==> config.mk <==
export PLATFORM = sky130hd
export DESIGN_NAME = plh_link_handshake
export DESIGN_NICKNAME = d
export VERILOG_FILES = /design/src/verilog/plh_pkg.sv /design/src/verilog/plh_link_handshake.sv /design/src/verilog/plh_ms_timer.sv /design/src/verilog/plh_skid2.sv
export VERILOG_INCLUDE_DIRS = /design/src /design/src/verilog
export SDC_FILE = /design/constraint.sdc
export NUM_CORES = 1
export LEC_CHECK = 0
export BUFFER_PORTS_ARGS = -buffer_cell sky130_fd_sc_hd__clkbuf_2
export CAP_MARGIN = 20
export CORE_ASPECT_RATIO = 0.75
export CORE_MARGIN = 2
export CORE_UTILIZATION = 40
export DETAILED_ROUTE_END_ITERATION = 8
export SKIP_CTS_REPAIR_TIMING = 1
export SLEW_MARGIN = 20
export SYNTH_ARGS = -nofsm -noshare
export SYNTH_HDL_FRONTEND = slang
export SYNTH_SLANG_ARGS = --single-unit
export TNS_END_PERCENT = 10
==> constraint.sdc <==
create_clock -name clk -period 6.2 [get_ports clk]
set_input_delay 0.62 -clock clk [delete_from_list [all_inputs] [get_ports clk]]
set_output_delay 0.62 -clock clk [all_outputs]
set_load 0.01 [all_outputs]
==> src/verilog/plh_defs.svh <==
/*
 * Constants for the link command and data output handshake block.
 * Assumes a 50 MHz clock and a 16-bit word link to the controller.
 */
`ifndef PLH_DEFS_SVH
`define PLH_DEFS_SVH

`define PLH_CMD_SAVE_ALL     16'h5000
`define PLH_CMD_SCREEN_CAP   16'h6010
`define PLH_CMD_SUBCODE      16'h0070
`define PLH_RESULT_OK        32'h0000_0000
`define PLH_RESULT_NG        32'hffff_ffff
`define PLH_RESP_CODE_OK     16'h0000
`define PLH_RESP_CODE_BAD    16'h0001
`define PLH_PATH_MAX_CHARS   256
`define PLH_CLK_HZ           50000000
`define PLH_CYC_PER_MS       (`PLH_CLK_HZ / 1000)
`define PLH_RETRY_MS_MAX     999999
`define PLH_EXT_BMP          32'h2e62_6d70

`endif

==> src/verilog/plh_pkg.sv <==
/*
 * Types shared by the handshake block.
 * Assumes the constants header is available on the include path.
 */
package plh_pkg;
   typedef enum logic [1:0] {
      PLH_ACT_NONE,
      PLH_ACT_SAVE_ALL,
      PLH_ACT_CAPTURE,
      PLH_ACT_CAPTURE_DEFAULT
   } plh_action_t;
   typedef enum logic [0:0] {
      PLH_FMT_FIXED,
      PLH_FMT_FLOAT
   } plh_format_t;
endpackage

==> src/verilog/plh_link_handshake.sv <==
/*
 * Command and data output handshake between a controller and the link words.
 * Assumes the controller holds its words stable while its requests stand,
 * and that file work is done by a job engine behind job_start/job_done.
 */
// Functional notes
// Command 5000/0070 saves active system and scene group zero data to a file.
// Requester puts save path at +4 onward, at most 256 characters.
// Response echoes command at +2/+3, code at +4, result 0 or FFFFFFFF at +5.
// Command 6010/0070 captures screen, forcing .bmp when another extension given.
// All-zero argument from +4 makes capture use the default folder.
// Requester loads command and argument before raising execute request.
// Accepted execute request raises busy and starts the command.
// Response words are written before the completion flag rises.
// Requester drops execute request only after seeing completion flag.
// Execute request drop clears completion flag and busy.
// Execute held past retry interval after completion forces flag and busy low.
// Requester raises output request to ask for data.
// Device presents output data, then raises output strobe.
// Requester captures data after strobe, then drops output request.
// Strobe clears after request drops; next request after next measurement.
// No output request within retry interval drops strobe and discards data.
// Output request held past retry interval drops strobe and ends output.
// No host answer within overtime raises the error output.
// Output number format selectable as fixed or floating point.
// Execute requests are ignored while busy until the handshake is idle.
`timescale 1ns/1ps
`include "plh_defs.svh"
`default_nettype none
module plh_link_handshake #(
   parameter int CYC_PER_MS = `PLH_CYC_PER_MS,
   parameter int DATA_W     = 32
) (
   input  wire logic                 clk,
   input  wire logic                 rst_n,
   input  wire logic [15:0]          command_code,
   input  wire logic [15:0]          command_subcode,
   input  wire logic [31:0]          command_argument,
   input  wire logic                 execute_request,
   output logic                      busy,
   output logic                      completion_flag,
   output logic [15:0]               resp_command_code,
   output logic [15:0]               resp_command_subcode,
   output logic [15:0]               result_code,
   output logic [31:0]               result_payload,
   output plh_pkg::plh_action_t      job_action,
   output logic                      job_append_bmp,
   output logic                      job_start,
   input  wire logic                 job_done,
   input  wire logic                 job_ok,
   input  wire logic [19:0]          retry_ms,
   input  wire logic                 format_float,
   input  wire logic                 meas_valid,
   output logic                      meas_ready,
   input  wire logic [DATA_W-1:0]    meas_fixed,
   input  wire logic [DATA_W-1:0]    meas_float,
   input  wire logic                 output_request,
   output logic                      output_strobe,
   output logic [DATA_W-1:0]         output_data,
   output logic                      overtime_error,
   input  wire logic                 error_clear
);
   import plh_pkg::*;

   // -----------------------------------------------------------------
   // Command handshake
   // -----------------------------------------------------------------
   typedef enum logic [1:0] {
      PLH_C_IDLE,
      PLH_C_RUN,
      PLH_C_DONE,
      PLH_C_HOLD
   } plh_cmd_state_t;

   plh_cmd_state_t cstate;
   plh_action_t    next_action;
   logic           next_bmp;
   logic           cmd_tmo;
   logic           known;
   logic           resp_ready;

   initial begin
      if (DATA_W < 1) $error("DATA_W must be at least one.");
      if (CYC_PER_MS < 1) $error("CYC_PER_MS must be at least one.");
   end

   assign known = (command_subcode == `PLH_CMD_SUBCODE);

   always_comb begin
      next_action = PLH_ACT_NONE;
      next_bmp    = 1'b0;
      if (known && command_code == `PLH_CMD_SAVE_ALL) begin
         next_action = PLH_ACT_SAVE_ALL;
      end else if (known && command_code == `PLH_CMD_SCREEN_CAP) begin
         if (command_argument == 32'h0) begin
            next_action = PLH_ACT_CAPTURE_DEFAULT;
         end else begin
            next_action = PLH_ACT_CAPTURE;
            next_bmp    = (command_argument != `PLH_EXT_BMP);
         end
      end
   end

   plh_ms_timer #(.CYC_PER_MS(CYC_PER_MS)) u_cmd_timer (
      .clk      (clk),
      .rst_n    (rst_n),
      .run      (cstate == PLH_C_DONE),
      .limit_ms (retry_ms),
      .expired  (cmd_tmo)
   );

   always_ff @(posedge clk) begin
      if (!rst_n) begin
         cstate         <= PLH_C_IDLE;
         busy           <= 1'b0;
         completion_flag <= 1'b0;
         job_start      <= 1'b0;
         job_action     <= PLH_ACT_NONE;
         job_append_bmp <= 1'b0;
      end else begin
         job_start <= 1'b0;
         case (cstate)
            PLH_C_IDLE: begin
               if (execute_request) begin
                  busy           <= 1'b1;
                  job_action     <= next_action;
                  job_append_bmp <= next_bmp;
                  job_start      <= (next_action != PLH_ACT_NONE);
                  cstate         <= PLH_C_RUN;
               end
            end
            PLH_C_RUN: begin
               if (resp_ready) begin
                  completion_flag <= 1'b1;
                  cstate          <= PLH_C_DONE;
               end
            end
            PLH_C_DONE: begin
               if (!execute_request || cmd_tmo) begin
                  completion_flag <= 1'b0;
                  busy            <= 1'b0;
                  cstate <= execute_request ? PLH_C_HOLD : PLH_C_IDLE;
               end
            end
            PLH_C_HOLD: begin
               if (!execute_request) cstate <= PLH_C_IDLE;
            end
            default: cstate <= PLH_C_IDLE;
         endcase
      end
   end

   // Holds the flag back one cycle behind the response words.
   always_ff @(posedge clk) begin
      if (!rst_n) begin
         resp_ready <= 1'b0;
      end else begin
         resp_ready <= (cstate == PLH_C_RUN) && !resp_ready &&
                       (job_action == PLH_ACT_NONE || job_done);
      end
   end

   // Response words are loaded at least one cycle before the flag rises.
   always_ff @(posedge clk) begin
      if (!rst_n) begin
         resp_command_code    <= 16'h0;
         resp_command_subcode <= 16'h0;
         result_code          <= 16'h0;
         result_payload       <= 32'h0;
      end else if (cstate == PLH_C_IDLE && execute_request) begin
         resp_command_code    <= command_code;
         resp_command_subcode <= command_subcode;
         result_code    <= (next_action == PLH_ACT_NONE) ? `PLH_RESP_CODE_BAD : `PLH_RESP_CODE_OK;
         result_payload <= `PLH_RESULT_NG;
      end else if (cstate == PLH_C_RUN && job_action != PLH_ACT_NONE && job_done) begin
         result_payload <= job_ok ? `PLH_RESULT_OK : `PLH_RESULT_NG;
      end
   end

   // -----------------------------------------------------------------
   // Data output handshake
   // -----------------------------------------------------------------
   typedef enum logic [1:0] {
      PLH_O_WAIT,
      PLH_O_STROBE,
      PLH_O_DROP
   } plh_out_state_t;

   plh_out_state_t ostate;
   logic [DATA_W-1:0] buf_data;
   logic              buf_valid;
   logic              buf_ready;
   logic              flush;
   logic              out_tmo;

   plh_skid2 #(.WIDTH(DATA_W)) u_buf (
      .clk       (clk),
      .rst_n     (rst_n),
      .flush     (flush),
      .in_valid  (meas_valid),
      .in_ready  (meas_ready),
      .in_data   (format_float ? meas_float : meas_fixed),
      .out_valid (buf_valid),
      .out_ready (buf_ready),
      .out_data  (buf_data)
   );

   plh_ms_timer #(.CYC_PER_MS(CYC_PER_MS)) u_out_timer (
      .clk      (clk),
      .rst_n    (rst_n),
      .run      ((ostate == PLH_O_WAIT && buf_valid && !output_request) ||
                 ostate == PLH_O_STROBE),
      .limit_ms (retry_ms),
      .expired  (out_tmo)
   );

   assign buf_ready = (ostate == PLH_O_WAIT) && buf_valid && output_request;
   assign flush     = (ostate == PLH_O_WAIT) && buf_valid && !output_request && out_tmo;

   always_ff @(posedge clk) begin
      if (!rst_n) begin
         ostate        <= PLH_O_WAIT;
         output_strobe <= 1'b0;
         output_data   <= {DATA_W{1'b0}};
      end else begin
         case (ostate)
            PLH_O_WAIT: begin
               if (buf_ready) begin
                  output_data <= buf_data;
                  ostate      <= PLH_O_STROBE;
               end
            end
            PLH_O_STROBE: begin
               output_strobe <= 1'b1;
               if (output_strobe && (!output_request || out_tmo)) begin
                  output_strobe <= 1'b0;
                  ostate <= output_request ? PLH_O_DROP : PLH_O_WAIT;
               end
            end
            PLH_O_DROP: begin
               if (!output_request) ostate <= PLH_O_WAIT;
            end
            default: ostate <= PLH_O_WAIT;
         endcase
      end
   end

   // Overtime: the host let a handshake time out; the event wins over clear.
   always_ff @(posedge clk) begin
      if (!rst_n) begin
         overtime_error <= 1'b0;
      end else if ((cstate == PLH_C_DONE && cmd_tmo) || flush ||
                   (ostate == PLH_O_STROBE && output_strobe && out_tmo)) begin
         overtime_error <= 1'b1;
      end else if (error_clear) begin
         overtime_error <= 1'b0;
      end
   end

   // -----------------------------------------------------------------
   // Checks
   // -----------------------------------------------------------------
   chk_flag_needs_busy: assert property (@(posedge clk) disable iff (!rst_n)
      completion_flag |-> busy)
      else $error("Completion flag high without busy.");

   chk_exec_sets_busy: assert property (@(posedge clk) disable iff (!rst_n)
      (cstate == PLH_C_IDLE && execute_request) |=> busy)
      else $error("Busy did not rise on execute request.");

   chk_drop_clears_flag: assert property (@(posedge clk) disable iff (!rst_n)
      (completion_flag && !execute_request) |=> (!completion_flag && !busy))
      else $error("Flag or busy stayed high after request dropped.");

   chk_retry_forces_low: assert property (@(posedge clk) disable iff (!rst_n)
      (cstate == PLH_C_DONE && cmd_tmo) |=> !completion_flag)
      else $error("Retry timeout did not clear completion flag.");

   chk_hold_no_rearm: assert property (@(posedge clk) disable iff (!rst_n)
      (cstate == PLH_C_HOLD) |=> !busy)
      else $error("Held execute request restarted a command.");

   chk_result_value: assert property (@(posedge clk) disable iff (!rst_n)
      $rose(completion_flag) |-> ($stable(result_payload) &&
                                  (result_payload == `PLH_RESULT_OK ||
                                   result_payload == `PLH_RESULT_NG)))
      else $error("Result payload not settled or not valid.");

   chk_idle_quiet: assert property (@(posedge clk) disable iff (!rst_n)
      (cstate == PLH_C_IDLE) |-> (!busy && !completion_flag))
      else $error("Busy or flag high while idle.");

   chk_words_settled: assert property (@(posedge clk) disable iff (!rst_n)
      $rose(completion_flag) |-> ($stable(result_code) && $stable(resp_command_code) &&
                                  $stable(resp_command_subcode)))
      else $error("Response words moved as the flag rose.");

   chk_start_pulse: assert property (@(posedge clk) disable iff (!rst_n)
      job_start |=> !job_start)
      else $error("Job start longer than a cycle.");

   chk_save_action: assert property (@(posedge clk) disable iff (!rst_n)
      (cstate == PLH_C_IDLE && execute_request && known &&
       command_code == `PLH_CMD_SAVE_ALL) |=> (job_start && job_action == PLH_ACT_SAVE_ALL))
      else $error("Save command started no save job.");

   chk_default_capture: assert property (@(posedge clk) disable iff (!rst_n)
      (cstate == PLH_C_IDLE && execute_request && known && command_argument == 32'h0 &&
       command_code == `PLH_CMD_SCREEN_CAP) |=> (job_action == PLH_ACT_CAPTURE_DEFAULT))
      else $error("Empty argument missed default capture.");

   chk_bmp_suffix: assert property (@(posedge clk) disable iff (!rst_n)
      (cstate == PLH_C_IDLE && execute_request && known && command_argument != 32'h0 &&
       command_code == `PLH_CMD_SCREEN_CAP) |=>
         (job_action == PLH_ACT_CAPTURE &&
          job_append_bmp == ($past(command_argument) != `PLH_EXT_BMP)))
      else $error("Capture suffix choice wrong.");

   chk_flush_empties: assert property (@(posedge clk) disable iff (!rst_n)
      flush |=> !buf_valid)
      else $error("Discarded data still waiting.");

   chk_tmo_drops_strobe: assert property (@(posedge clk) disable iff (!rst_n)
      (ostate == PLH_O_STROBE && output_strobe && out_tmo) |=> !output_strobe)
      else $error("Held request did not end the strobe.");

   chk_strobe_in_state: assert property (@(posedge clk) disable iff (!rst_n)
      output_strobe |-> (ostate == PLH_O_STROBE))
      else $error("Strobe high outside its state.");

   chk_error_sticky: assert property (@(posedge clk) disable iff (!rst_n)
      (overtime_error && !error_clear) |=> overtime_error)
      else $error("Overtime error dropped unasked.");

   chk_strobe_after_data: assert property (@(posedge clk) disable iff (!rst_n)
      buf_ready |=> (output_data == $past(buf_data)) ##1 output_strobe)
      else $error("Strobe did not follow presented data.");

   chk_strobe_clears: assert property (@(posedge clk) disable iff (!rst_n)
      (output_strobe && !output_request) |=> !output_strobe)
      else $error("Strobe stayed high after output request dropped.");

   chk_overtime_flag: assert property (@(posedge clk) disable iff (!rst_n)
      flush |=> overtime_error)
      else $error("Discarded data did not raise overtime error.");
endmodule
`default_nettype wire

==> src/verilog/plh_ms_timer.sv <==
/*
 * Millisecond timeout counter, restarted whenever run is low.
 * Assumes a synchronous active-low reset and a 50 MHz clock.
 */
`timescale 1ns/1ps
`include "plh_defs.svh"
`default_nettype none
module plh_ms_timer #(
   parameter int CYC_PER_MS = `PLH_CYC_PER_MS
) (
   input  wire logic        clk,
   input  wire logic        rst_n,
   input  wire logic        run,
   input  wire logic [19:0] limit_ms,
   output logic             expired
);
   logic [31:0] cyc;
   logic [19:0] ms;

   initial begin
      if (CYC_PER_MS < 1) $error("CYC_PER_MS must be at least one.");
   end

   // Counts whole milliseconds while run stays high.
   always_ff @(posedge clk) begin
      if (!rst_n || !run) begin
         cyc <= 32'h0;
         ms  <= 20'h0;
      end else if (!expired) begin
         if (cyc == 32'(CYC_PER_MS - 1)) begin
            cyc <= 32'h0;
            ms  <= ms + 20'h1;
         end else begin
            cyc <= cyc + 32'h1;
         end
      end
   end

   assign expired = run && (ms >= limit_ms);
endmodule
`default_nettype wire

==> src/verilog/plh_skid2.sv <==
/*
 * Two-entry buffer with valid and ready on both sides.
 * Assumes a synchronous active-low reset.
 */
`timescale 1ns/1ps
`default_nettype none
module plh_skid2 #(
   parameter int WIDTH = 32
) (
   input  wire logic             clk,
   input  wire logic             rst_n,
   input  wire logic             flush,
   input  wire logic             in_valid,
   output logic                  in_ready,
   input  wire logic [WIDTH-1:0] in_data,
   output logic                  out_valid,
   input  wire logic             out_ready,
   output logic [WIDTH-1:0]      out_data
);
   logic [WIDTH-1:0] mem [2];
   logic             wr_ptr;
   logic             rd_ptr;
   logic [1:0]       count;
   logic             push;
   logic             pop;

   initial begin
      if (WIDTH < 1) $error("WIDTH must be at least one.");
   end

   assign in_ready  = (count != 2'h2) && !flush;
   assign out_valid = (count != 2'h0);
   assign push      = in_valid && in_ready;
   assign pop       = out_valid && out_ready;
   assign out_data  = mem[rd_ptr];

   always_ff @(posedge clk) begin
      if (push) begin
         mem[wr_ptr] <= in_data;
      end
   end

   always_ff @(posedge clk) begin
      if (!rst_n || flush) begin
         wr_ptr <= 1'b0;
         rd_ptr <= 1'b0;
         count  <= 2'h0;
      end else begin
         if (push) wr_ptr <= !wr_ptr;
         if (pop) rd_ptr <= !rd_ptr;
         count <= count + {1'b0, push} - {1'b0, pop};
      end
   end
endmodule
`default_nettype wire

Yosys cells after proc, flatten, opt, wreduce, memory -nomap -nowiden:

Memories as Yosys holds them, arrays and structs flattened. A register that Yosys moved wholly into a read port is not among the register bits.
Index checks and enable logic that the tools add are counted.

* flip-flop bits (word level): 201
* bits in writable memories: 64
* word-level logic and storage cells: 145
* memories: 1

* bitwise gates (word level): 2
* eq/ne operators: 19
* magnitude comparators: 2
* add/subtract/negate cells: 6
* reductions and logical operators: 60
* muxes and demuxes: 34

Memories
* u_buf.mem: depth 2, bits a word 32, read ports 1, clocked after Yosys merged registers in 1, write ports 1, line plh_skid2.sv:20 `logic [WIDTH-1:0] mem [2];`

Operators with widths (number)
* 32-bit 2-to-1 mux: 6
* 32-bit by 1-bit adder with 32-bit output (second input constant): 2
* 32-bit by 16-bit == test with 1-bit output (second input constant): 2
* 20-bit by 1-bit adder with 20-bit output (second input constant): 2
* 20-bit greater-or-equal comparator: 2
* 16-bit by 15-bit == test with 1-bit output (second input constant): 2
* 32-bit logical NOT: 1
* 32-bit by 30-bit inequality test with 1-bit output (second input constant): 1
* 2-bit 2-to-1 mux: 11
* 1-bit logical AND: 20
* 16-bit by 7-bit == test with 1-bit output (second input constant): 1
* 2-bit inequality test (second input constant): 7
* 2-bit nonzero test: 7
* 1-bit 2-to-1 mux: 13
* 3-bit AND reduction: 4
* 1-bit logical NOT: 10
* 1-bit logical OR: 9
* 2-bit logical NOT: 4
* 2-bit case mux with 4 select lines: 1
* 2-bit AND reduction: 4
* 2-bit == test (second input constant): 3
* 2-bit case mux with 3 select lines: 1
* 2-bit by 1-bit == test with 1-bit output (second input constant): 2
* 1-bit case mux with 2 select lines: 2
* 5 further kinds: 6

Longest topological paths before layout:

* word-level depth: 11
* mapped depth: 14
* mapped depth without buffers: 12

Hierarchy:

A second synthesis with hierarchy kept.

* cells, all modules: 1400
* area total of the unflattened synthesis: 12777.3 µm²

Modules (own cells, without submodules)
* plh_ms_timer: instances 2, cells an instance 402, area each 3211.8 µm², seq. area each 1041.0 µm²
* plh_link_handshake: instances 1, cells an instance 469, area each 3744.8 µm², seq. area each 1581.5 µm²
* plh_skid2: instances 1, cells an instance 127, area each 2608.8 µm², seq. area each 2021.9 µm²

Least setup slack after synthesis:

No wires, ideal clock.

* kind: input -> register
* start point: input port retry_ms[14]
* end point: memory u_buf.mem[0][0] (enable)
* cell stages on the path: 10
* slack: 1085 ps
* arrival time: 4654 ps
* library setup time: 461 ps
* data required time: 5739 ps
* path through: inv_1 -> ha_1 -> and3_1 -> a221o_1 -> a221oi_2 -> o211ai_1 -> buf_6 -> buf_6 -> and3_1 -> nor3_1

* longest elaborated chain between the ends: 8

RTL lines
* start, declared: line plh_link_handshake.sv:51 `input wire logic [19:0] retry_ms,`
* 20-bit greater-or-equal comparator: line plh_ms_timer.sv:39 `assign expired = run && (ms >= limit_ms);`
* 1-bit logical AND: line plh_ms_timer.sv:39
* 1-bit logical AND: line plh_link_handshake.sv:218 `assign flush = (ostate == PLH_O_WAIT) && buf_valid && !output_request && out_tmo;`
* 1-bit logical NOT: line plh_skid2.sv:31 `assign in_ready = (count != 2'h2) && !flush;`
* 1-bit logical AND: line plh_skid2.sv:31
* 1-bit logical AND: line plh_skid2.sv:33 `assign push = in_valid && in_ready;`
* 1-bit 2-to-1 mux: line plh_skid2.sv:38 `if (push) begin`
* 1-bit 2-to-1 mux (not written as such): line plh_skid2.sv:39 `mem[wr_ptr] <= in_data;`
* end, declared: line plh_skid2.sv:20

Every way passes these cells.

Final worst setup path:

* start point: register u_out_timer.ms[14]
* end point: output port meas_ready

* longest elaborated chain between the ends: 5

RTL lines
* start, declared: line plh_ms_timer.sv:18 `logic [19:0] ms;`
* start signal, assigned: line plh_ms_timer.sv:32 `ms <= ms + 20'h1;`
* 20-bit greater-or-equal comparator: line plh_ms_timer.sv:39
* 1-bit logical AND: line plh_ms_timer.sv:39
* 1-bit logical AND: line plh_link_handshake.sv:218
* 1-bit logical NOT: line plh_skid2.sv:31
* 1-bit logical AND: line plh_skid2.sv:31
* end, declared: line plh_link_handshake.sv:54 `output logic meas_ready,`

Every way passes these cells.

==> results.ini <==
[yosys]
netlist_top_cells_count = dfxtp_1, nand2_1, nor2_1
seq_area_frac_synth = 0.4527
synth_cells = 1320
synth-seq-cells = 251
netlist_area_um2 = 12520
yosysTopAreaCell = dfxtp_1
synth-async-reset-ratio = 0
netlist.area_leader.share = 0.2991
yosys_warnings = 0
avgSynthCellArea_um2 = 9.482
synth_top_flop_cell = dfxtp_1
ys_top_cells_by_area = dfxtp_1, edfxtp_1, ha_1
synth_edf_count = 64
yosysMostFrequentCell = dfxtp_1
yosysUniqueCellTypes = 57

[power_and_ir_drop]
p_leak_nw = 5.439
p_per_area_nw_per_um2 = 296.0
finalPower_mw = 4.376
peakVddDrop_v = 0.0001840

[timing]
maxSlewViolCount = 0
worstMarginPinSlew_ns = 0.9254
finalSetupViolCount = 0
fin_setup_tns_ns = 0
period_share = 0.5747
maxSlewHeadroom = 0.3823
fmax_mhz = 280.6
finalHoldWorstSlack_ns = 0.2999
hold_viol_final = 0
period_minus_slack_ns = 3.563
fin_worst_skew_ns = 0.01837
rsz0062_at_grt = no

[critical_path]
crit_path_top_delay_cell = dfxtp_1
worst-r2r-cell-count = 9
rrSetupSlack_ns = 2.94
worstReg2RegStart = u_out_timer.ms[14]$_SDFFE_PP0P_
crit_end = meas_ready
r2r-end = u_out_timer.cyc[1]$_SDFFE_PP0N_
end_kind = output port
critPathKind = flip-flop to output port
crit_top_cell = and3_1
cp_cell_sequence = ha_1 > and3_1 > a221o_1 > a221oi_2 > o211ai_1 > and3_1 > a21oi_1 > clkbuf_2
crit_required_ns = 5.58
critPathMaxStageDelay_ns = 0.45
crit_start = u_out_timer.ms[14]$_SDFFE_PP0P_
crit_fanout = 5
worstPathArrival_ns = 2.94
worstSetupStartpointType = flip-flop

[global_route]
antenna_found_initial = 0
track_usage = 0.1803
grt_first_pass_wirelength_mm = 48.73
grt_max_degree = 68
grt.overflow.total = 0
grt_pass1_vias = 9340

[clock_network]
cts_root_buf = clkbuf_16
cts_tree = built
numCtsBuffers = 27
clock_sinks = 251
clk_pin_slew_ns = 0.06
h-tree-depth = 1
cts_max_path_buffers = 3
insertion_delay_ns = 0.55

[route]
route.detailed.drc = 0
vias = 10290
viasPerCell = 5.295
drt_wl_total_mm = 30.79
antenna_left = 0
wire_per_inst_um = 15.85
drt_pass1_iterations = 5
drt_iter0_drc = 667

[floorplan]
core_um2 = 31040
die_w_um = 208.3
die_h_um = 157.2
io_pins = 278
dieArea_um2 = 32730
start_util = 0.4032
rows = 56

[run]
cap_viol_max_count = 0

[cells_and_area]
multi_input_area_um2 = 6116
fillCellCount = 2969
antenna_cells = 0
utilization = 0.4762
nets = 1720
regArea_um2 = 5669
syn_to_final_growth_pct = 18.10
drive_above_1_share = 0.2537

[outcome]
outcome = finished clean

[place]
detailed_place_hpwl_mm = 21.50
port_buffers = 262
gp_congestion = 0.8175

[min_path]
hold_path.startpoint = command_subcode[6]
hp-class = primary input to flip-flop

routing by layer:
layer / vias up / routed length, um / track usage
li1: 5157 / - / -
met1: 4860 / 15020 / 0.2583
met2: 236 / 13500 / 0.2825
met3: 35 / 1734 / 0.03671
met4: 0 / 537 / 0.03460
met5: - / 0 / 0
state kept, by name (all words and copies together), names as in the netlist, 16 cells and up:
register              count
output_data              32
resp_command_code        16
resp_command_subcode     16
u_buf.mem                64
u_cmd_timer.cyc          32
u_cmd_timer.ms           20
u_out_timer.cyc          32
u_out_timer.ms           20
how the worst min path moves through the flow:
stage                                           end  slack, ns  depth (start not counted)
3_3_place_gp                  resp_ready$_SDFF_PN0_       0.41                          1
4_1_cts           resp_command_code[6]$_SDFFE_PN0P_       0.28                          3
6_report       resp_command_subcode[6]$_SDFFE_PN0P_       0.30                          3
5_1_grt        resp_command_subcode[6]$_SDFFE_PN0P_       0.30                          3
3_5_place_dp                  resp_ready$_SDFF_PN0_       0.41                          1
2_1_floorplan                 resp_ready$_SDFF_PN0_       0.40                          1
critical path: cells and delay by family, from the launching register on:
family	cells	cell delay, ns
AO/OA/AOI/OAI	4	1.01
flip-flops	1	0.45
AND/OR/NAND/NOR	2	0.48
adder cells (fa/ha/maj)	1	0.29
buffers and inverters	1	0.17
per-stage QoR:
| stage | setup slack, ns | instance area, um2 | cells |
|---|---|---|---|
| finish | 2.637 | 14780 | 1943 |
| global placement | 2.660 | 13860 | 1894 |
| detailed placement | 2.617 | 13860 | 1894 |
| floorplan | 1.085 | 12570 | 1334 |
| CTS | 2.605 | 14780 | 1943 |
| global route | 2.482 | 14780 | 1943 |
layout by cell type, fill, tap and decap left out, types with 4 or more instances in the layout:
master     instances
and4_1             7
nand2_1          125
dfxtp_1          186
a21o_1             4
nor2_1           121
ha_1              46
xnor2_1           53
inv_1             42
o31ai_1           20
edfxtp_1          64
nor3_1             7
a2111oi_2         28
clkbuf_8           9
clkbuf_1           7
clkbuf_2         262
mux2i_1           34
a211oi_1          44
o21ai_0           41
a31oi_1            4
or4_1             24
mux2_2            32
and2_1             5
nand3_1           38
a21oi_1          113
nand4_1           39
nor4b_1            6
buf_4             13
or3_1             35
and3_1            20
clkbuf_16         27
nor4_1            20
conb_1            15
logic make-up (layout without fill, tap and decap cells):
group | Yosys count | in the layout | synth area share
xor gates and xnor gates | 55 | 55 | 0.03849
and+or+nand+nor | 465 | 465 | 0.1851
other | 1 | 15 | 0.0002996
DFF | 251 | 251 | 0.4527
AOI/OAI and AO/OA | 272 | 272 | 0.1565
adders and majority gates | 46 | 46 | 0.04599
muxes | 66 | 66 | 0.05598
buffers and inverters | 164 | 367 | 0.06498
cell type report:
cell class	instances	share of cell area
Multi-Input combinational cell	919	0.4137
Tap cell	406	0.03437
Inverter	43	0.01092
Timing Repair Buffer	275	0.09531
Clock buffer	43	0.05587
Sequential cell	251	0.3835
Clock inverter	6	0.006264
report_power, final:
part	total (mW)	switching [mW]	internal, mW	leakage, nW
clock network	1.65	0.661	0.993	0.451
registers	1.99	0.122	1.86	2.12
logic	0.736	0.451	0.285	2.87
total	4.38	1.23	3.14	5.44
No activity file was read; power rests on OpenSTA's default activity.
